### config.mk
export PLATFORM = sky130hd
export DESIGN_NAME = fsto_top
export DESIGN_NICKNAME = d
export VERILOG_FILES = /design/src/rtl/fsto_pkg.sv /design/src/rtl/fsto_opt.sv /design/src/rtl/fsto_top.sv /design/src/rtl/fsto_trim.sv
export SDC_FILE = /design/constraint.sdc
export NUM_CORES = 1
export LEC_CHECK = 0
export BUFFER_PORTS_ARGS = -buffer_cell sky130_fd_sc_hd__buf_2
export CAP_MARGIN = 20
export CORE_AREA = 2 2 249 251
export DETAILED_ROUTE_END_ITERATION = 10
export DIE_AREA = 0 0 251 253
export PLACE_DENSITY_LB_ADDON = 0.2
export SLEW_MARGIN = 10
export SYNTH_ARGS = -nofsm -noshare
export SYNTH_HDL_FRONTEND = slang
export SYNTH_SLANG_ARGS = --single-unit
### constraint.sdc
create_clock -name clk -period 6.25 [get_ports clk]
set_clock_uncertainty 0.05 [all_clocks]
set_input_delay 0.625 -clock clk [delete_from_list [all_inputs] [get_ports clk]]
set_output_delay 0.625 -clock clk [all_outputs]
set_load 0.01 [all_outputs]
### src/rtl/fsto_pkg.sv
package fsto_pkg;

	// ------------------------------------------------------------------
	// Register file addresses
	// ------------------------------------------------------------------
	localparam logic [11:0] FSTO_ADDR_TRIM_IDX = 12'hFF6;
	localparam logic [11:0] FSTO_ADDR_TRIM_DATA = 12'hFF7;
	localparam logic [11:0] FSTO_ADDR_STATE = 12'hFF8;
	localparam logic [11:0] FSTO_ADDR_PAGE = 12'hFF9;

	// ------------------------------------------------------------------
	// Control bytes and status codes
	// ------------------------------------------------------------------
	localparam logic [7:0] FSTO_UNLOCK_1 = 8'h73;
	localparam logic [7:0] FSTO_UNLOCK_2 = 8'h8C;
	localparam logic [7:0] FSTO_SPR_SELECT = 8'h5E;
	localparam logic [5:0] FSTO_ST_LOCKED = 6'h00;
	localparam logic [5:0] FSTO_ST_FIRST = 6'h01;
	localparam logic [5:0] FSTO_ST_SECOND = 6'h02;
	localparam logic [5:0] FSTO_ST_UNLOCKED = 6'h03;
	localparam logic [5:0] FSTO_ST_SPR = 6'h04;
	localparam logic [5:0] FSTO_ST_PROG = 6'h08;
	localparam logic [5:0] FSTO_ST_PAGE = 6'h10;
	localparam logic [5:0] FSTO_ST_MASS = 6'h20;
	localparam logic [7:0] FSTO_RST_BYTE = 8'h00;

	// ------------------------------------------------------------------
	// Pages, trim store and option bytes
	// ------------------------------------------------------------------
	localparam int FSTO_PAGE_OFS_BITS = 9;
	localparam int FSTO_TRIM_COUNT = 32;
	localparam int FSTO_TRIM_BITS = FSTO_TRIM_COUNT * 8;
	localparam logic [7:0] FSTO_TRIM_IDX_MAX = 8'h1F;
	localparam logic [15:0] FSTO_OPT_ADDR0 = 16'h0000;
	localparam logic [15:0] FSTO_OPT_ADDR1 = 16'h0001;
	localparam logic [7:0] FSTO_ERASED = 8'hFF;
	localparam int FSTO_OPT_WD_ACTION = 7;
	localparam int FSTO_OPT_WD_AO = 6;
	localparam int FSTO_OPT_OSC_HI = 5;
	localparam int FSTO_OPT_OSC_LO = 4;
	localparam int FSTO_OPT_BO_AO = 3;
	localparam int FSTO_OPT_RD_PROT = 2;
	localparam int FSTO_OPT_WR_PROT = 0;

	typedef enum logic [2:0] {
		FSTO_LOCKED,
		FSTO_FIRST,
		FSTO_SECOND,
		FSTO_UNLOCKED,
		FSTO_SPR_SEL
	} fsto_lock_e;

	typedef struct packed {
		logic wr;
		logic rd;
		logic [11:0] addr;
		logic [7:0] wdata;
	} fsto_bus_s;

	typedef struct packed {
		logic mass_erase;
		logic page_erase;
		logic prog;
	} fsto_op_s;

	typedef struct packed {
		logic wr;
		logic [15:0] addr;
		logic [7:0] data;
	} fsto_prog_s;

endpackage : fsto_pkg

### src/rtl/fsto_opt.sv
`timescale 1ns/1ps
`default_nettype none

module fsto_opt
	import fsto_pkg::*;
(
	input wire logic clk, // System clock.
	input wire logic por_n, // Power-on reset, active low; loads the erased value.
	input wire fsto_prog_s prog, // Program memory byte write.
	input wire logic erase_p0, // Page zero or mass erase started.
	output logic [7:0] opt0, // Option byte at program address 0000H.
	output logic [7:0] opt1 // Option byte at program address 0001H.
);

	typedef struct packed {
		logic [7:0] b0;
		logic [7:0] b1;
	} fsto_opt_s;

	fsto_opt_s opt_reg;
	fsto_opt_s opt_next;

	// Flash cells only clear on programming and only set on erase, so a
	// program write is an AND with the stored byte.
	always_comb begin
		opt_next = opt_reg;
		if (erase_p0) begin
			opt_next.b0 = FSTO_ERASED;
			opt_next.b1 = FSTO_ERASED;
		end else if (prog.wr && prog.addr == FSTO_OPT_ADDR0) begin
			opt_next.b0 = opt_reg.b0 & prog.data;
		end else if (prog.wr && prog.addr == FSTO_OPT_ADDR1) begin
			opt_next.b1 = opt_reg.b1 & prog.data;
		end
	end

	// System reset does not reach this store; only power-on does.
	always_ff @(posedge clk or negedge por_n) begin
		if (!por_n) begin
			opt_reg <= {FSTO_ERASED, FSTO_ERASED};
		end else begin
			opt_reg <= opt_next;
		end
	end

	assign opt0 = opt_reg.b0;
	assign opt1 = opt_reg.b1;

endmodule : fsto_opt

`default_nettype wire

### src/rtl/fsto_top.sv
`timescale 1ns/1ps
`default_nettype none

module fsto_top
	import fsto_pkg::*;
(
	input wire logic clk, // System clock, 10 MHz.
	input wire logic rst_n, // System reset, asynchronous, active low.
	input wire logic por_n, // Power-on reset, asynchronous, active low.
	input wire fsto_bus_s bus, // Register file access from the core.
	output logic [7:0] reg_rdata, // Read data, valid the cycle after a read.
	input wire fsto_op_s op_busy, // Operation running in the flash engine.
	input wire fsto_prog_s prog, // Program memory byte write.
	input wire logic [FSTO_TRIM_BITS-1:0] factory_trim, // Factory trim bytes.
	input wire logic wdog_timeout, // Watchdog timeout pulse.
	input wire logic wdog_sw_enable, // Software watchdog enable.
	output logic [7:0] erase_page_select, // Page select register.
	output logic [15:0] erase_page_base, // First address of the selected page.
	output logic [7:0] sector_protect, // Sector protect register.
	output logic flash_unlocked, // Controller unlocked.
	output logic [FSTO_TRIM_BITS-1:0] trim_working, // Working trim values.
	output logic [7:0] user_option_byte, // Option byte at address 0000H.
	output logic [7:0] user_option_byte1, // Option byte at address 0001H.
	output logic wdog_timeout_action, // 1: timeout resets, 0: interrupt.
	output logic wdog_always_on, // 0: watchdog cannot be disabled.
	output logic [1:0] osc_source_select, // Oscillator source.
	output logic brownout_always_on, // Brownout detector always on.
	output logic read_protect_bit, // Flash read protect.
	output logic write_protect_bit, // Flash write protect.
	output logic wdog_irq, // Watchdog interrupt request pulse.
	output logic wdog_sys_reset, // Watchdog system reset request pulse.
	output logic wdog_enable // Watchdog running.
);

	// ------------------------------------------------------------------
	// State
	// ------------------------------------------------------------------
	typedef struct packed {
		fsto_lock_e lock;
		logic [7:0] page;
		logic [7:0] sprot;
		logic [7:0] trim_idx;
		logic [7:0] rdata;
		fsto_op_s op_q;
		logic erase_p0;
		logic [15:0] page_base;
		logic wd_irq;
		logic wd_rst;
		logic wd_en;
		logic unlocked;
	} fsto_ctl_s;

	fsto_ctl_s ctl_reg;
	fsto_ctl_s ctl_next;
	logic [5:0] state_code;
	logic trim_in_range;
	logic trim_wr;
	logic [7:0] trim_rdata;
	logic trim_loaded;
	logic [7:0] opt0;

	// ------------------------------------------------------------------
	// Status code
	// ------------------------------------------------------------------
	always_comb begin
		if (op_busy.mass_erase) begin
			state_code = FSTO_ST_MASS;
		end else if (op_busy.page_erase) begin
			state_code = FSTO_ST_PAGE;
		end else if (op_busy.prog) begin
			state_code = FSTO_ST_PROG;
		end else begin
			case (ctl_reg.lock)
				FSTO_LOCKED: state_code = FSTO_ST_LOCKED;
				FSTO_FIRST: state_code = FSTO_ST_FIRST;
				FSTO_SECOND: state_code = FSTO_ST_SECOND;
				FSTO_UNLOCKED: state_code = FSTO_ST_UNLOCKED;
				FSTO_SPR_SEL: state_code = FSTO_ST_SPR;
				default: state_code = FSTO_ST_LOCKED;
			endcase
		end
	end

	// Indices above the trim range are kept but reach nothing, so the rest of
	// the information page stays out of reach.
	assign trim_in_range = ctl_reg.trim_idx <= FSTO_TRIM_IDX_MAX;
	assign trim_wr = bus.wr && bus.addr == FSTO_ADDR_TRIM_DATA && trim_in_range;

	// ------------------------------------------------------------------
	// Next state
	// ------------------------------------------------------------------
	always_comb begin
		ctl_next = ctl_reg;
		ctl_next.op_q = op_busy;
		ctl_next.erase_p0 = 1'b0;
		if (bus.wr && bus.addr == FSTO_ADDR_STATE) begin
			case (ctl_reg.lock)
				FSTO_LOCKED: begin
					if (bus.wdata == FSTO_UNLOCK_1) begin
						ctl_next.lock = FSTO_FIRST;
					end
				end
				FSTO_FIRST: begin
					if (bus.wdata == FSTO_UNLOCK_2) begin
						ctl_next.lock = FSTO_SECOND;
					end else begin
						ctl_next.lock = FSTO_LOCKED;
					end
				end
				FSTO_UNLOCKED, FSTO_SPR_SEL: begin
					if (bus.wdata == FSTO_SPR_SELECT) begin
						ctl_next.lock = FSTO_SPR_SEL;
					end else begin
						ctl_next.lock = FSTO_UNLOCKED;
					end
				end
				default: ctl_next.lock = FSTO_LOCKED;
			endcase
		end else if (ctl_reg.lock == FSTO_SECOND) begin
			ctl_next.lock = FSTO_UNLOCKED;
		end
		// A finished operation locks the controller again.
		if ((|ctl_reg.op_q) && !(|op_busy)) begin
			ctl_next.lock = FSTO_LOCKED;
		end
		if (bus.wr && bus.addr == FSTO_ADDR_PAGE) begin
			if (ctl_reg.lock == FSTO_SPR_SEL) begin
				ctl_next.sprot = ctl_reg.sprot | bus.wdata;
			end else begin
				ctl_next.page = bus.wdata;
			end
		end
		ctl_next.page_base = {ctl_reg.page[6:0], {FSTO_PAGE_OFS_BITS{1'b0}}};
		if (bus.wr && bus.addr == FSTO_ADDR_TRIM_IDX) begin
			ctl_next.trim_idx = bus.wdata;
		end
		// Only the option bytes react to erases; trim and serial data are
		// outside the program array and are never touched here.
		if ((op_busy.page_erase && !ctl_reg.op_q.page_erase && ctl_reg.page[6:0] == 7'h00)
				|| (op_busy.mass_erase && !ctl_reg.op_q.mass_erase)) begin
			ctl_next.erase_p0 = 1'b1;
		end
		if (bus.rd) begin
			case (bus.addr)
				FSTO_ADDR_STATE: ctl_next.rdata = {2'b00, state_code};
				FSTO_ADDR_PAGE: ctl_next.rdata = ctl_reg.page;
				FSTO_ADDR_TRIM_IDX: ctl_next.rdata = ctl_reg.trim_idx;
				FSTO_ADDR_TRIM_DATA: begin
					ctl_next.rdata = trim_in_range ? trim_rdata : FSTO_RST_BYTE;
				end
				default: ctl_next.rdata = FSTO_RST_BYTE;
			endcase
		end
		ctl_next.wd_irq = wdog_timeout && !opt0[FSTO_OPT_WD_ACTION];
		ctl_next.wd_rst = wdog_timeout && opt0[FSTO_OPT_WD_ACTION];
		ctl_next.wd_en = !opt0[FSTO_OPT_WD_AO] || wdog_sw_enable;
		ctl_next.unlocked = ctl_next.lock == FSTO_UNLOCKED
				|| ctl_next.lock == FSTO_SPR_SEL;
	end

	always_ff @(posedge clk or negedge rst_n) begin
		if (!rst_n) begin
			ctl_reg <= '0;
		end else begin
			ctl_reg <= ctl_next;
		end
	end

	// ------------------------------------------------------------------
	// Trim store and option bytes
	// ------------------------------------------------------------------
	fsto_trim u_trim (
		.clk(clk),
		.rst_n(rst_n),
		.factory_trim(factory_trim),
		.wr(trim_wr),
		.idx(ctl_reg.trim_idx[4:0]),
		.wdata(bus.wdata),
		.rdata(trim_rdata),
		.loaded(trim_loaded),
		.working(trim_working)
	);

	fsto_opt u_opt (
		.clk(clk),
		.por_n(por_n),
		.prog(prog),
		.erase_p0(ctl_reg.erase_p0),
		.opt0(opt0),
		.opt1(user_option_byte1)
	);

	// ------------------------------------------------------------------
	// Outputs
	// ------------------------------------------------------------------
	assign reg_rdata = ctl_reg.rdata;
	assign erase_page_select = ctl_reg.page;
	assign erase_page_base = ctl_reg.page_base;
	assign sector_protect = ctl_reg.sprot;
	assign flash_unlocked = ctl_reg.unlocked;
	assign user_option_byte = opt0;
	assign wdog_timeout_action = opt0[FSTO_OPT_WD_ACTION];
	assign wdog_always_on = opt0[FSTO_OPT_WD_AO];
	assign osc_source_select = opt0[FSTO_OPT_OSC_HI:FSTO_OPT_OSC_LO];
	assign brownout_always_on = opt0[FSTO_OPT_BO_AO];
	assign read_protect_bit = opt0[FSTO_OPT_RD_PROT];
	assign write_protect_bit = opt0[FSTO_OPT_WR_PROT];
	assign wdog_irq = ctl_reg.wd_irq;
	assign wdog_sys_reset = ctl_reg.wd_rst;
	assign wdog_enable = ctl_reg.wd_en;
endmodule : fsto_top

`default_nettype wire

### src/rtl/fsto_trim.sv
`timescale 1ns/1ps
`default_nettype none

module fsto_trim
	import fsto_pkg::*;
(
	input wire logic clk, // System clock.
	input wire logic rst_n, // Asynchronous reset, active low.
	input wire logic [FSTO_TRIM_BITS-1:0] factory_trim, // Factory bytes, entry 0 lowest.
	input wire logic wr, // Write strobe for the selected entry.
	input wire logic [4:0] idx, // Selected entry.
	input wire logic [7:0] wdata, // Write data.
	output logic [7:0] rdata, // Working value of the selected entry.
	output logic loaded, // Working copies hold valid values.
	output logic [FSTO_TRIM_BITS-1:0] working // All working values.
);

	typedef struct packed {
		logic loaded;
		logic [FSTO_TRIM_COUNT-1:0][7:0] val;
	} fsto_trim_s;

	fsto_trim_s trim_reg;
	fsto_trim_s trim_next;

	// The factory copy is reloaded after every reset release; the reset itself
	// may only load a constant, so one cycle passes before the copies are valid.
	always_comb begin
		trim_next = trim_reg;
		if (!trim_reg.loaded) begin
			trim_next.loaded = 1'b1;
			trim_next.val = factory_trim;
		end else if (wr) begin
			trim_next.val[idx] = wdata;
		end
	end

	always_ff @(posedge clk or negedge rst_n) begin
		if (!rst_n) begin
			trim_reg <= '0;
		end else begin
			trim_reg <= trim_next;
		end
	end

	for (genvar i = 0; i < FSTO_TRIM_COUNT; i++) begin : g_entry
		assign working[i*8 +: 8] = trim_reg.val[i];
	end

	assign rdata = trim_reg.val[idx];
	assign loaded = trim_reg.loaded;

endmodule : fsto_trim

`default_nettype wire
==> results.yml <==
die:
  initial_core_util_pct: 27.78
  fp-row-count: 91
  dieWidth_um: 251
  io_pins: 634
  die-area_um2: 63500
  core-area_um2: 61030
  dieHeight_um: 253
cts:
  tritoncts: "yes"
  numCtsBuffers: 41
  cts_hold_buf: 1
  post_cts_buffers: 0
  h-tree-depth: 2
  clock_latency_ns: 0.57
  cts_resized: 0
  clk_path_buf_depth: 3
  clk_pin_slew_worst_paths_ns: 0.06
  cts-root-buf: "clkbuf_16"
  cts_sinks: 323
logic_synthesis:
  synth_top_cell_area_share_pct: 45.31
  yosysWarnings: 0
  synth.distinct_cells: 55
  synth_top_area_cell: "dfrtp_1"
  synth_edf_count: 0
  synth_seq_cells: 323
  seq_area_frac_synth_pct: 47.79
  synth_ff_type: "dfrtp_1"
  netlist_top_cells_area: "dfrtp_1 45%, mux4_2 8.5%, nand2_1 7.8%"
  netlist_instances: 1795
  syn_area_um2: 16960
  postSynth.asyncResetShare_pct: 100.0
  synth_area_per_cell_um2: 9.446
layout:
  postLayoutCellArea_um2: 21710
  fillers: 6333
  final_cell_mix: "623 x buf_2, 351 x nand2_1, 304 x dfrtp_1, 287 x nor2_1, 170 x a31oi_1"
  largest_register_ffs: 256
  layout-drive-gt1-share_pct: 35.38
  layout_commonest_cell: "buf_2"
  areaGrowthSynthToFinish_pct: 28.03
  nets: 2608
hold_path:
  hold_class: "input pin to register"
global_routing:
  track_usage_pct: 25.34
  antenna_found_initial: 12
  grt_pass1_wl_mm: 117.1
  grt.overflow.total: 0
  grt_max_degree: 225
  grt_pass1_vias: 16600
placement:
  placed_cell_area_um2: 20380
  hpwl_mm: 60.73
  place_congestion: 0.8646
  port-buffer-count: 624
sta:
  fmax_ghz: 0.2548
  tightestPinTransition_ns: 1.177
  min_period_ns: 3.925
  maxSlewHeadroom_pct: 21.55
  hold_viol_final: 0
  final-setup-viol-count: 0
  rsz0062_at_grt: "no"
  post-route-period-util_pct: 62.80
  setup_tns_ns: 0
  slew_viol_final: 0
worst_setup_path:
  required_ns: 6.60
  cp.arrival_ns: 4.27
  critPathMaxFanout: 8
  critPathLaunchType: "register"
  crit_type: "register to register"
  end_kind: "register"
power:
  power.density_nw_per_um2: 260.7
  p_leak_nw: 9.582
  power_mw: 5.660
  peakVddDrop_uv: 129.2
drt:
  detailedRoute.firstIterationViolations: 1376
  dr.pass1.iters: 6
  viasPerCell: 5.284
  ant_nets: 0
  wl_mm: 83.17
  vias: 16510
  drc: 0
  avgRoutedWirePerCell_um: 26.62
run:
  maxCapViolCount: 0
status:
  status: "complete, no violations"
## logic make-up (layout without fill, tap and decap cells)
| logic type | Yosys count | after routing | share of synthesized area (%) |
|---|---|---|---|
| other | 2 | 18 | 0.04429 |
| AOI/OAI and AO/OA | 351 | 351 | 12.70 |
| and+or+nand+nor | 753 | 753 | 19.14 |
| DFF | 323 | 323 | 47.79 |
| muxes | 170 | 170 | 14.88 |
| buffers and inverters | 196 | 719 | 5.453 |
## synthesized netlist by cell type (4+ instances only)
cell      number
a22o_1         6
and4_1         5
nand3b_1       5
mux2_2        16
mux4_2        64
or3_1         23
nor2_1       287
or3b_2         4
nor4_1         9
nand3_1        4
nor2_4         5
a31oi_1      170
and2_1         4
a22oi_1       35
nor3_4         4
dfstp_2       16
clkbuf_1     127
buf_1         15
nand2b_1      19
o21ai_0       27
buf_4         48
mux2i_1       90
a21o_1         8
a21oi_1       91
dfrtp_1      307
nand4_1        6
nand2_1      351
## where the power goes
group	internal, mW	switching (mW)	total (mW)	leakage, nW
sequential	2.25	0.166	2.41	3.71
combinational	0.342	0.539	0.882	5.24
clock	1.39	0.972	2.37	0.632
total	3.98	1.68	5.66	9.58
## final timing paths
check,start,cells past startpoint,slack (ns),endpoint
min in group asynchronous,por_n,1,0.20,u_opt.opt1[4]
worst min-delay path,op_busy[0],1,0.17,ctl_reg[21]
max in group asynchronous,rst_n,3,3.99,u_trim.working[121]
worst max register to register,ctl_reg[39],6,2.33,u_trim.working[75]
worst min register to register,sector_protect[6],1,0.41,sector_protect[6]
worst max-delay path,ctl_reg[39],6,2.33,u_trim.working[75]
## routing by layer
metal	share of wire (%)	GRT usage (%)	wire (um)
met5	0.064	0	53
met4	3.0	7.823	2530
met3	7.5	5.489	6236
met2	49	43.09	40560
met1	41	32.19	33790
## critical path: stages (launching register included)
cell	delay, ns
dfrtp_1	0.40
or4b_4	0.55
nor4_2	0.55
nand4b_1	0.88
nor2_2	0.96
mux2i_1	0.27
a21oi_1	0.09
## per-stage QoR
step / utilization [%] / instances / worst slack, ns / hold WS [ns]
floorplan: - / 1803 / 3.389 / 0.2794
global placement: 33.40 / 3043 / 2.064 / 0.3894
detailed placement: 33.40 / 3043 / 1.971 / 0.3926
CTS: 35.54 / 3116 / 2.373 / 0.1387
global route: 35.56 / 3121 / 2.224 / 0.1492
finish: 35.57 / 3124 / 2.325 / 0.1746
## cell type report
cell class / instances / area [um^2] / share of cell area, %
clock buffer: 59 / 1144 / 5.268
sequential: 323 / 8114 / 37.38
antenna: 8 / 20.02 / 0.09221
timing repair buffer: 643 / 3316 / 15.27
multi-input combinational: 1284 / 7960 / 36.67
tap: 790 / 988.4 / 4.553
clock inverter: 13 / 152.6 / 0.7031
inverter: 4 / 15.01 / 0.06916
Power figures use the tool's default switching activity.
